`src/core/rrse_map.svh`:
```
// Constants for the return, rotate, sleep and subtract execution slice
`ifndef RRSE_MAP_SVH
`define RRSE_MAP_SVH

// Opcode patterns (top bits compared under mask)
`define RRSE_OP_RETI        16'h0010
`define RRSE_MSK_RETI       16'hfffe
`define RRSE_OP_RETS        16'h0012
`define RRSE_MSK_RETS       16'hfffe
`define RRSE_OP_SLEEP       16'h0003
`define RRSE_MSK_FULL       16'hffff
`define RRSE_OP_RETLIT      16'h0c00
`define RRSE_MSK_HIBYTE     16'hff00
`define RRSE_OP_RLC         16'h3400
`define RRSE_OP_RRC         16'h3000
`define RRSE_OP_RLN         16'h4400
`define RRSE_OP_RRN         16'h4000
`define RRSE_MSK_ROT        16'hfc00
`define RRSE_OP_FILL        16'h6800
`define RRSE_MSK_FILL       16'hfe00
`define RRSE_OP_SUBB        16'h5400
`define RRSE_MSK_SUBB       16'hfc00

// Instruction field positions
`define RRSE_BIT_SHADOW     0
`define RRSE_BIT_DEST       9
`define RRSE_BIT_ACCESS     8

// Indexed literal-offset window upper limit
`define RRSE_IDX_LIMIT      8'h5f
`define RRSE_FILL_VALUE     8'hff
`define RRSE_WDT_CLEAR      8'h00

// Status register bit positions
`define RRSE_ST_C           0
`define RRSE_ST_DC          1
`define RRSE_ST_Z           2
`define RRSE_ST_OV          3
`define RRSE_ST_N           4

`endif

```
`src/core/rrse_pkg.sv`:
```
// Types for the return, rotate, sleep and subtract execution slice
package rrse_pkg;

	typedef enum logic [3:0] {
		RRSE_OP_NONE,
		RRSE_OP_RET_IRQ,
		RRSE_OP_RET_SUB,
		RRSE_OP_RET_LIT,
		RRSE_OP_ROT_LC,
		RRSE_OP_ROT_LN,
		RRSE_OP_ROT_RC,
		RRSE_OP_ROT_RN,
		RRSE_OP_FILL,
		RRSE_OP_SLEEP,
		RRSE_OP_SUBB
	} rrse_op_t;

endpackage : rrse_pkg

```
`src/core/rrse_decode.sv`:
```
// Opcode classifier for the return, rotate, sleep and subtract slice
`include "rrse_map.svh"
`timescale 1ns/1ns
`default_nettype none

module rrse_decode (
	input  wire logic [15:0]       instr,
	output rrse_pkg::rrse_op_t     op
);

	function automatic logic hit(input logic [15:0] w, input logic [15:0] pat,
			input logic [15:0] msk);
		hit = ((w & msk) == pat);
	endfunction : hit

	always_comb begin
		op = rrse_pkg::RRSE_OP_NONE;
		if (hit(instr, `RRSE_OP_RETI, `RRSE_MSK_RETI))
			op = rrse_pkg::RRSE_OP_RET_IRQ;
		else if (hit(instr, `RRSE_OP_RETS, `RRSE_MSK_RETS))
			op = rrse_pkg::RRSE_OP_RET_SUB;
		else if (hit(instr, `RRSE_OP_SLEEP, `RRSE_MSK_FULL))
			op = rrse_pkg::RRSE_OP_SLEEP;
		else if (hit(instr, `RRSE_OP_RETLIT, `RRSE_MSK_HIBYTE))
			op = rrse_pkg::RRSE_OP_RET_LIT;
		else if (hit(instr, `RRSE_OP_RLC, `RRSE_MSK_ROT))
			op = rrse_pkg::RRSE_OP_ROT_LC;
		else if (hit(instr, `RRSE_OP_RLN, `RRSE_MSK_ROT))
			op = rrse_pkg::RRSE_OP_ROT_LN;
		else if (hit(instr, `RRSE_OP_RRC, `RRSE_MSK_ROT))
			op = rrse_pkg::RRSE_OP_ROT_RC;
		else if (hit(instr, `RRSE_OP_RRN, `RRSE_MSK_ROT))
			op = rrse_pkg::RRSE_OP_ROT_RN;
		else if (hit(instr, `RRSE_OP_FILL, `RRSE_MSK_FILL))
			op = rrse_pkg::RRSE_OP_FILL;
		else if (hit(instr, `RRSE_OP_SUBB, `RRSE_MSK_SUBB))
			op = rrse_pkg::RRSE_OP_SUBB;
	end

endmodule : rrse_decode

`default_nettype wire

```
`src/core/rrse_alu.sv`:
```
// Byte arithmetic for rotates and subtract-with-borrow
`include "rrse_map.svh"
`timescale 1ns/1ns
`default_nettype none

module rrse_alu (
	input  wire logic [7:0]        acc,
	input  wire logic [7:0]        opnd,
	input  wire logic [4:0]        flags_in,
	input  var  rrse_pkg::rrse_op_t op,
	output logic      [7:0]        result,
	output logic      [4:0]        flags_out
);

	logic       c_in;
	logic [8:0] diff;
	logic [4:0] nib;

	assign c_in = flags_in[`RRSE_ST_C];

	always_comb begin
		result    = opnd;
		flags_out = flags_in;
		diff      = 9'h000;
		nib       = 5'h00;
		case (op)
			rrse_pkg::RRSE_OP_ROT_LC: begin
				result = {opnd[6:0], c_in};
				flags_out[`RRSE_ST_C] = opnd[7];
			end
			rrse_pkg::RRSE_OP_ROT_LN: result = {opnd[6:0], opnd[7]};
			rrse_pkg::RRSE_OP_ROT_RC: begin
				result = {c_in, opnd[7:1]};
				flags_out[`RRSE_ST_C] = opnd[0];
			end
			rrse_pkg::RRSE_OP_ROT_RN: result = {opnd[0], opnd[7:1]};
			rrse_pkg::RRSE_OP_SUBB: begin
				// Carry set means no borrow: acc + ~f + c
				diff   = {1'b0, acc} + {1'b0, ~opnd} + {8'h00, c_in};
				nib    = {1'b0, acc[3:0]} + {1'b0, ~opnd[3:0]} + {4'h0, c_in};
				result = diff[7:0];
				flags_out[`RRSE_ST_C]  = diff[8];
				flags_out[`RRSE_ST_DC] = nib[4];
				flags_out[`RRSE_ST_OV] = (acc[7] != opnd[7]) && (diff[7] != acc[7]);
			end
			default: result = opnd;
		endcase
		flags_out[`RRSE_ST_N] = result[7];
		flags_out[`RRSE_ST_Z] = (result == 8'h00);
	end

endmodule : rrse_alu

`default_nettype wire

```
`src/core/rrse_exec.sv`:
```
// Execution slice: returns, rotates, fill, sleep, subtract-with-borrow
//
// Functional notes
// - Interrupt return pops stack into program counter, two cycles, second idle.
// - Interrupt return sets high or low global enable in last quarter.
// - Shadow bit set reloads accumulator, flags, bank selector from shadows.
// - Subroutine return pops stack in quarter four, two cycles, no flags unless shadow bit set.
// - Returns never touch the upper and high program counter latches.
// - Literal return loads immediate to accumulator and pops stack, two cycles.
// - Left rotate via carry: bit 7 to carry, carry to bit 0; C,N,Z.
// - Left rotate without carry wraps bit 7 to bit 0; N,Z only.
// - Right rotate via carry: bit 0 to carry, carry to bit 7; C,N,Z.
// - Right rotate without carry wraps bit 0 to bit 7; N,Z only.
// - Destination bit 0 writes accumulator, 1 writes the file register.
// - Access bit 0 uses access bank, 1 uses the bank selector.
// - Extended set with access bit 0 indexes addresses up to 95.
// - Fill writes FFh to the file register in one cycle, flags unchanged.
// - Sleep sets the time-out flag and clears the power-down flag.
// - Sleep clears watchdog and postscaler, then stops oscillator in quarter four.
// - Watchdog wake-up from sleep leaves the time-out flag cleared.
// - Subtract-with-borrow: acc minus file minus borrow; N,OV,C,DC,Z; to dest.
`include "rrse_map.svh"
`timescale 1ns/1ns
`default_nettype none

module rrse_exec #(
	parameter int ADDR_W = 12
) (
	input  wire logic              clk_sys,
	input  wire logic              rst_b,
	input  wire logic              instr_valid,
	input  wire logic [15:0]       instr,
	input  wire logic              ext_set_en,
	input  wire logic              irq_high_active,
	input  wire logic [7:0]        file_rdata,
	input  wire logic [20:0]       stack_top,
	input  wire logic [7:0]        accumulator_shadow,
	input  wire logic [4:0]        flags_shadow,
	input  wire logic [3:0]        bank_selector_shadow,
	input  wire logic [7:0]        index_base,
	input  wire logic              wdt_wake,
	input  wire logic              wake,
	output logic      [1:0]        quarter,
	output logic                   instr_ack,
	output logic                   busy,
	output logic [ADDR_W-1:0]      file_addr,
	output logic                   file_rd,
	output logic                   file_wr,
	output logic      [7:0]        file_wdata,
	output logic                   stack_pop,
	output logic      [20:0]       pc_q,
	output logic                   pc_load,
	output logic                   flush_fetch,
	output logic      [7:0]        acc_q,
	output logic      [4:0]        flags_q,
	output logic      [3:0]        bank_selector_q,
	output logic                   high_priority_global_irq_enable_q,
	output logic                   low_priority_global_irq_enable_q,
	output logic                   timeout_flag_q,
	output logic                   power_down_flag_q,
	output logic                   wdt_clear,
	output logic                   osc_stop,
	output logic                   sleeping_q
);

	// ---------------------------------------------------------------
	// Decode
	// ---------------------------------------------------------------
	rrse_pkg::rrse_op_t op_now;
	rrse_pkg::rrse_op_t op_q, op_d;
	logic [15:0]        ins_q, ins_d;

	rrse_decode u_dec (
		.instr (instr),
		.op    (op_now)
	);

	// ---------------------------------------------------------------
	// Quarter sequencer
	// ---------------------------------------------------------------
	typedef enum logic [1:0] {RRSE_ST_RUN, RRSE_ST_IDLE, RRSE_ST_SLEEP} rrse_state_t;

	rrse_state_t st_q, st_d;
	logic [1:0]  qtr_q, qtr_d;
	logic [7:0]  opnd_q, opnd_d;
	logic [7:0]  alu_res;
	logic [4:0]  alu_flags;
	logic [20:0] pc_d;
	logic [7:0]  acc_d;
	logic [4:0]  flags_d;
	logic [3:0]  bsel_d;
	logic        high_priority_global_irq_enable_d, low_priority_global_irq_enable_d, to_d, pd_d, slp_d;
	logic        ins_dest, ins_acc, ins_shadow, is_file_op, is_return;

	rrse_alu u_alu (
		.acc       (acc_q),
		.opnd      (opnd_q),
		.flags_in  (flags_q),
		.op        (op_q),
		.result    (alu_res),
		.flags_out (alu_flags)
	);

	function automatic logic [ADDR_W-1:0] eff_addr(input logic [7:0] f, input logic a,
			input logic ext, input logic [3:0] bsel, input logic [7:0] base);
		logic [ADDR_W-1:0] r;
		r = '0;
		if (a)
			r = ADDR_W'({bsel, f});
		else if (ext && f <= `RRSE_IDX_LIMIT)
			r = ADDR_W'({4'h0, base} + {4'h0, f});
		else if (f[7])
			r = ADDR_W'({4'hf, f});
		else
			r = ADDR_W'({4'h0, f});
		eff_addr = r;
	endfunction : eff_addr

	assign ins_dest   = ins_q[`RRSE_BIT_DEST];
	assign ins_acc    = ins_q[`RRSE_BIT_ACCESS];
	assign ins_shadow = ins_q[`RRSE_BIT_SHADOW];
	assign is_return  = (op_q == rrse_pkg::RRSE_OP_RET_IRQ) ||
			(op_q == rrse_pkg::RRSE_OP_RET_SUB) || (op_q == rrse_pkg::RRSE_OP_RET_LIT);
	assign is_file_op = (op_q == rrse_pkg::RRSE_OP_ROT_LC) ||
			(op_q == rrse_pkg::RRSE_OP_ROT_LN) || (op_q == rrse_pkg::RRSE_OP_ROT_RC) ||
			(op_q == rrse_pkg::RRSE_OP_ROT_RN) || (op_q == rrse_pkg::RRSE_OP_SUBB) ||
			(op_q == rrse_pkg::RRSE_OP_FILL);

	always_comb begin
		st_d        = st_q;
		qtr_d       = qtr_q;
		op_d        = op_q;
		ins_d       = ins_q;
		opnd_d      = opnd_q;
		pc_d        = pc_q;
		acc_d       = acc_q;
		flags_d     = flags_q;
		bsel_d      = bank_selector_q;
		high_priority_global_irq_enable_d      = high_priority_global_irq_enable_q;
		low_priority_global_irq_enable_d      = low_priority_global_irq_enable_q;
		to_d        = timeout_flag_q;
		pd_d        = power_down_flag_q;
		slp_d       = sleeping_q;
		instr_ack   = 1'b0;
		file_rd     = 1'b0;
		file_wr     = 1'b0;
		file_wdata  = alu_res;
		stack_pop   = 1'b0;
		pc_load     = 1'b0;
		flush_fetch = 1'b0;
		wdt_clear   = 1'b0;
		osc_stop    = 1'b0;
		file_addr   = eff_addr(ins_q[7:0], ins_acc, ext_set_en, bank_selector_q, index_base);
		case (st_q)
			RRSE_ST_RUN: begin
				qtr_d = qtr_q + 2'd1;
				case (qtr_q)
					2'd0: begin
						// Q1: take and decode the instruction
						if (instr_valid) begin
							instr_ack = 1'b1;
							op_d      = op_now;
							ins_d     = instr;
						end else begin
							op_d = rrse_pkg::RRSE_OP_NONE;
						end
					end
					2'd1: begin
						if (is_file_op) begin
							file_rd = 1'b1;
							opnd_d  = file_rdata;
						end
					end
					2'd2: begin
						if (op_q == rrse_pkg::RRSE_OP_SLEEP) begin
							wdt_clear = 1'b1;
							to_d      = 1'b1;
							pd_d      = 1'b0;
						end
					end
					default: begin
						// Q4: write-back; returns pop only here
						case (op_q)
							rrse_pkg::RRSE_OP_ROT_LC, rrse_pkg::RRSE_OP_ROT_LN,
							rrse_pkg::RRSE_OP_ROT_RC, rrse_pkg::RRSE_OP_ROT_RN,
							rrse_pkg::RRSE_OP_SUBB: begin
								flags_d = alu_flags;
								if (ins_dest)
									file_wr = 1'b1;
								else
									acc_d = alu_res;
							end
							rrse_pkg::RRSE_OP_FILL: begin
								file_wr    = 1'b1;
								file_wdata = `RRSE_FILL_VALUE;
							end
							rrse_pkg::RRSE_OP_SLEEP: begin
								osc_stop = 1'b1;
								slp_d    = 1'b1;
								st_d     = RRSE_ST_SLEEP;
							end
							default: begin
							end
						endcase
						if (is_return) begin
							// Latches are not ports here, so they stay untouched
							stack_pop   = 1'b1;
							pc_load     = 1'b1;
							pc_d        = stack_top;
							flush_fetch = 1'b1;
							st_d        = RRSE_ST_IDLE;
							if (op_q == rrse_pkg::RRSE_OP_RET_LIT)
								acc_d = ins_q[7:0];
							if (op_q != rrse_pkg::RRSE_OP_RET_LIT && ins_shadow) begin
								acc_d   = accumulator_shadow;
								flags_d = flags_shadow;
								bsel_d  = bank_selector_shadow;
							end
							if (op_q == rrse_pkg::RRSE_OP_RET_IRQ) begin
								if (irq_high_active)
									high_priority_global_irq_enable_d = 1'b1;
								else
									low_priority_global_irq_enable_d = 1'b1;
							end
						end
					end
				endcase
			end
			RRSE_ST_IDLE: begin
				// Second cycle does nothing; fetched word is discarded
				qtr_d = qtr_q + 2'd1;
				if (qtr_q == 2'd3) begin
					st_d = RRSE_ST_RUN;
					op_d = rrse_pkg::RRSE_OP_NONE;
				end
			end
			RRSE_ST_SLEEP: begin
				qtr_d = 2'd0;
				if (wdt_wake)
					to_d = 1'b0;
				if (wake || wdt_wake) begin
					slp_d = 1'b0;
					st_d  = RRSE_ST_RUN;
					op_d  = rrse_pkg::RRSE_OP_NONE;
				end
			end
			default: st_d = RRSE_ST_RUN;
		endcase
	end

	always_ff @(posedge clk_sys or negedge rst_b) begin
		if (!rst_b) begin
			st_q                              <= RRSE_ST_RUN;
			qtr_q                             <= 2'd0;
			op_q                              <= rrse_pkg::RRSE_OP_NONE;
			ins_q                             <= 16'h0000;
			opnd_q                            <= 8'h00;
			pc_q                              <= 21'h000000;
			acc_q                             <= 8'h00;
			flags_q                           <= 5'h00;
			bank_selector_q                   <= 4'h0;
			high_priority_global_irq_enable_q <= 1'b0;
			low_priority_global_irq_enable_q  <= 1'b0;
			timeout_flag_q                    <= 1'b1;
			power_down_flag_q                 <= 1'b1;
			sleeping_q                        <= 1'b0;
		end else begin
			st_q                              <= st_d;
			qtr_q                             <= qtr_d;
			op_q                              <= op_d;
			ins_q                             <= ins_d;
			opnd_q                            <= opnd_d;
			pc_q                              <= pc_d;
			acc_q                             <= acc_d;
			flags_q                           <= flags_d;
			bank_selector_q                   <= bsel_d;
			high_priority_global_irq_enable_q <= high_priority_global_irq_enable_d;
			low_priority_global_irq_enable_q  <= low_priority_global_irq_enable_d;
			timeout_flag_q                    <= to_d;
			power_down_flag_q                 <= pd_d;
			sleeping_q                        <= slp_d;
		end
	end

	assign quarter = qtr_q;
	assign busy    = (st_q != RRSE_ST_RUN);

endmodule : rrse_exec

`default_nettype wire

```
`config.mk`:
```
export PLATFORM = sky130hd
export DESIGN_NAME = rrse_exec
export DESIGN_NICKNAME = d
export VERILOG_FILES = /design/src/core/rrse_pkg.sv /design/src/core/rrse_decode.sv /design/src/core/rrse_alu.sv /design/src/core/rrse_exec.sv
export VERILOG_INCLUDE_DIRS = /design/src /design/src/core
export SDC_FILE = /design/constraint.sdc
export NUM_CORES = 1
export LEC_CHECK = 0
export BUFFER_PORTS_ARGS = -buffer_cell sky130_fd_sc_hd__buf_2
export CAP_MARGIN = 20
export CORE_ASPECT_RATIO = 0.7
export CORE_MARGIN = 1
export CORE_UTILIZATION = 45
export CTS_BUF_LIST = sky130_fd_sc_hd__clkbuf_4 sky130_fd_sc_hd__clkbuf_8
export DETAILED_ROUTE_END_ITERATION = 10
export HOLD_SLACK_MARGIN = 0.12
export PLACE_DENSITY = 0.83
export RECOVER_POWER = 25
export SLEW_MARGIN = 20
export SYNTH_ARGS = -nofsm -noshare
export SYNTH_HDL_FRONTEND = slang
export SYNTH_SLANG_ARGS = --single-unit
```
`constraint.sdc`:
```
create_clock -name clk_sys -period 2.3 [get_ports clk_sys]
set_input_delay 0.46 -clock clk_sys [delete_from_list [all_inputs] [get_ports clk_sys]]
set_output_delay 0.46 -clock clk_sys [all_outputs]
set_load 0.01 [all_outputs]
```
==> qor.yml <==
status:
  outcome: "finished, violations left"
  violations: "setup timing"
clock_network:
  cts-root-buf: "clkbuf_8"
  clk_pin_slew_ns: 0.08
  cts_made_buffers: 9
  cts_max_level: 3
  cts_tree: "built"
  cts_buffer_depth: 2
  clkLatencyLatePin_ns: 0.36
  cts_sinks: 69
setup_path:
  critPathTopFamily: "compound AO/OA/AOI/OAI gates"
  cp-end-kind: "primary output"
  r2r-end: "flags_q[2]"
  critPathRequiredTime_ns: 1.84
  cp.depth: 11
  cp_max_fo: 2
  cp_num_buf_inv: 5
  path_cells: "inv_2 -> fa_2 -> inv_2 -> fa_2 -> buf_4 -> buf_6 -> a211o_1 -> a21oi_2 -> o22ai_2 -> a211o_1 -> buf_2"
  r2r_slack_ns: -0.38
  criticalPathCategory: "flop to primary output"
  r2r-start: "flags_q[0]"
  setup.worst_path.start: "flags_q[0]"
  cpPeakStageDelay_ns: 0.40
  critical_path.slowest_cell: "dfrtp_1"
  endpoint: "file_wdata[4]"
  ff2ff_path_depth: 13
  critPathLaunchType: "flop"
  crit_arrival_ns: 2.60
pwr:
  ir_worst_vdd_uv: 444.1
  power_mw: 7.751
  p_leak_nw: 3.317
  powerDensity_nw_per_um2: 1181
worst_hold_path:
  hold_class: "input pin to flop"
  worstHoldStart: "bank_selector_shadow[3]"
  hold_depth: 3
timing:
  setup_viol: 19
  tightest_slew_ns: 1.227
  hold_viol: 0
  max_freq_ghz: 0.3265
  skew_ns: 0.01322
  setup_tns_ns: -6.682
  relSlewSlack_pct: 18.18
  layout_setup_ws_ns: -0.7631
  fin_crit_sh_pct: 133.2
  rsz0062_at_grt: "yes"
  period_needed_ns: 3.063
  slew_viol_final: 0
  hold_slack_ns: 0.2814
detailed_routing:
  viasPerCell: 5.640
  avgRoutedWirePerCell_um: 17.22
  ant_nets: 0
  drcViolationCount: 0
  drt_wl_total_um: 14890
  drt_iter0_markers: 469
  firstDrtPassIters: 5
  vias: 4879
final_layout:
  n_antenna_cell: 0
  layout-drive-gt1-share_pct: 47.49
  syn2layout_area_growth_pct: 46.45
  nets: 835
  fillers: 760
  final_area_um2: 6564
  multi_input_area_um2: 2784
  regArea_um2: 1733
synth:
  synth_area_leaders: "dfrtp_1 37%, mux2_2 7.8%, ha_1 6.4%"
  syn_nets: 596
  synth_edf_count: 0
  ys_types: 65
  syn_inst: 493
  yosys_warnings: 0
  avgSynthCellArea_um2: 9.091
  syn_area_um2: 4482
  synth-seq-cells: 69
  synth_top_flop_cell: "dfrtp_1"
  synth_top_area_share_pct: 37.41
  async_flop_share_pct: 100.0
  synth_seq_area_share_pct: 38.58
  yosysTopAreaCell: "dfrtp_1"
placement:
  portBuffers: 150
  placed_area_um2: 5883
  routabilityCongestion: 0.9564
  hpwl_um: 11020
global_routing:
  grt_remaining_overflow: 0
  grt_pass1_vias: 4506
  antenna_found_initial: 0
  grt_start_max_net_pins: 28
  grt_pass1_wl_um: 22810
  grt_usage_pct: 28.51
floorplan:
  fp.dieH_um: 85.50
  io_pins: 151
  die-area_um2: 10370
  num_rows: 30
  start_util_pct: 46.28
  die_w_um: 121.3
  coreArea_um2: 9684
job:
  maxCapViolations: 0
[worst min-delay path: cells and delay by family]
kind | cells | cell delay, ns
buf+inv | 1 | 0.08
simple gates | 2 | 0.08
[worst min-delay path by stage]
stage	slack (ns)	to
2_1_floorplan	0.16	acc_q[0]
3_3_place_gp	0.45	high_priority_global_irq_enable_q
3_5_place_dp	0.45	high_priority_global_irq_enable_q
4_1_cts	0.27	bank_selector_q[3]
5_1_grt	0.27	bank_selector_q[3]
6_report	0.28	bank_selector_q[3]
[kinds of logic (layout without fill, tap and decap cells)]
kind of cell             Yosys count  in the layout  synth area share [%]
XOR/XNOR                          12             12                 2.345
flip-flops                        69             69                 38.58
AND/OR/NAND/NOR                  160            160                 16.83
multiplexers                      41             41                 10.16
AO/OA/AOI/OAI                    136            136                 19.74
adder cells (fa/ha/maj)           26             26                 7.761
buffers and inverters             49            293                 4.578
[power by group]
group / internal, mW / switching [mW]
logic: 2.28 / 2.43
registers: 1.66 / 0.342
clock network: 0.551 / 0.481
total: 4.50 / 3.25
[cells in the final DEF (no fill, tap or decap), types with 4 or more instances in the layout]
cell type	instances
buf_6	7
inv_1	22
ha_1	20
inv_2	5
mux2_2	31
a21oi_2	6
a21o_1	5
nor2_1	35
clkbuf_4	5
and3_1	5
a22o_1	5
a21oi_1	15
o211ai_1	8
nand2_1	68
o21bai_1	7
o21ai_1	13
dfrtp_1	64
nor3_1	10
a31oi_1	4
mux2_1	5
buf_2	147
buf_4	86
o22ai_1	6
a211o_1	4
o21ai_0	28
nand3_1	4
xor2_1	8
mux2i_1	5
clkbuf_8	10
[layout make-up]
cell class                 count  area share [%]
timing repair buffer         250           24.15
inverter                      27           1.544
sequential                    69           26.40
clock buffer                  12           2.326
multi-input combinational    375           42.41
tap                          128           2.440
clock inverter                 4          0.7244
[through the flow]
stage / util (%) / worst slack [ns] / instances
after floorplan: - / -0.1396 / 493
after global placement: 60.75 / -0.2808 / 816
after detailed placement: 60.75 / -0.3492 / 816
after CTS: 65.05 / -0.7227 / 846
after global routing: 67.78 / -0.9275 / 865
final: 67.78 / -0.7631 / 865
[synthesized netlist by cell type (8+ instances only)]
cell type	n
o22ai_1	9
inv_1	26
xor2_1	8
o211ai_1	8
dfrtp_1	67
nor2_1	38
nor3_1	11
o21ai_0	41
mux2_2	31
clkbuf_1	8
a21oi_1	21
nand2_1	69
buf_2	11
ha_1	23
[state kept, by name, indices dropped and copies added (netlist names)]
name,flops
acc_q,8
bank_selector_q,4
flags_q,5
high_priority_global_irq_enable_q,1
ins_q,10
low_priority_global_irq_enable_q,1
op_q,4
opnd_q,8
pc_q,21
power_down_flag_q,1
quarter,2
sleeping_q,1
st_q,2
timeout_flag_q,1
[layer usage]
metal  part of all wire (%)  global-route usage, %  wire length (um)  vias to the layer above
li1                       -                      -                 -                     2249
met1                     44                  40.22              6566                     2364
met2                     46                  44.11              6860                      243
met3                    8.1                  5.718              1211                       23
met4                    1.7                  8.754               255                        0
met5                      0                      0                 0                        -
[repair_timing]
item / 4_1_cts / 5_1_grt
cloned: 1 / 0
buffers inserted: 12 / 19
setup endpoints to repair: 24 / 31
hold buffers: 1 / 0
pin swaps: 20 / 24
resized for setup: 30 / 35
endpoints found under the hold margin: 21 / 0
Note: power is estimated with default switching activity, not from simulation.
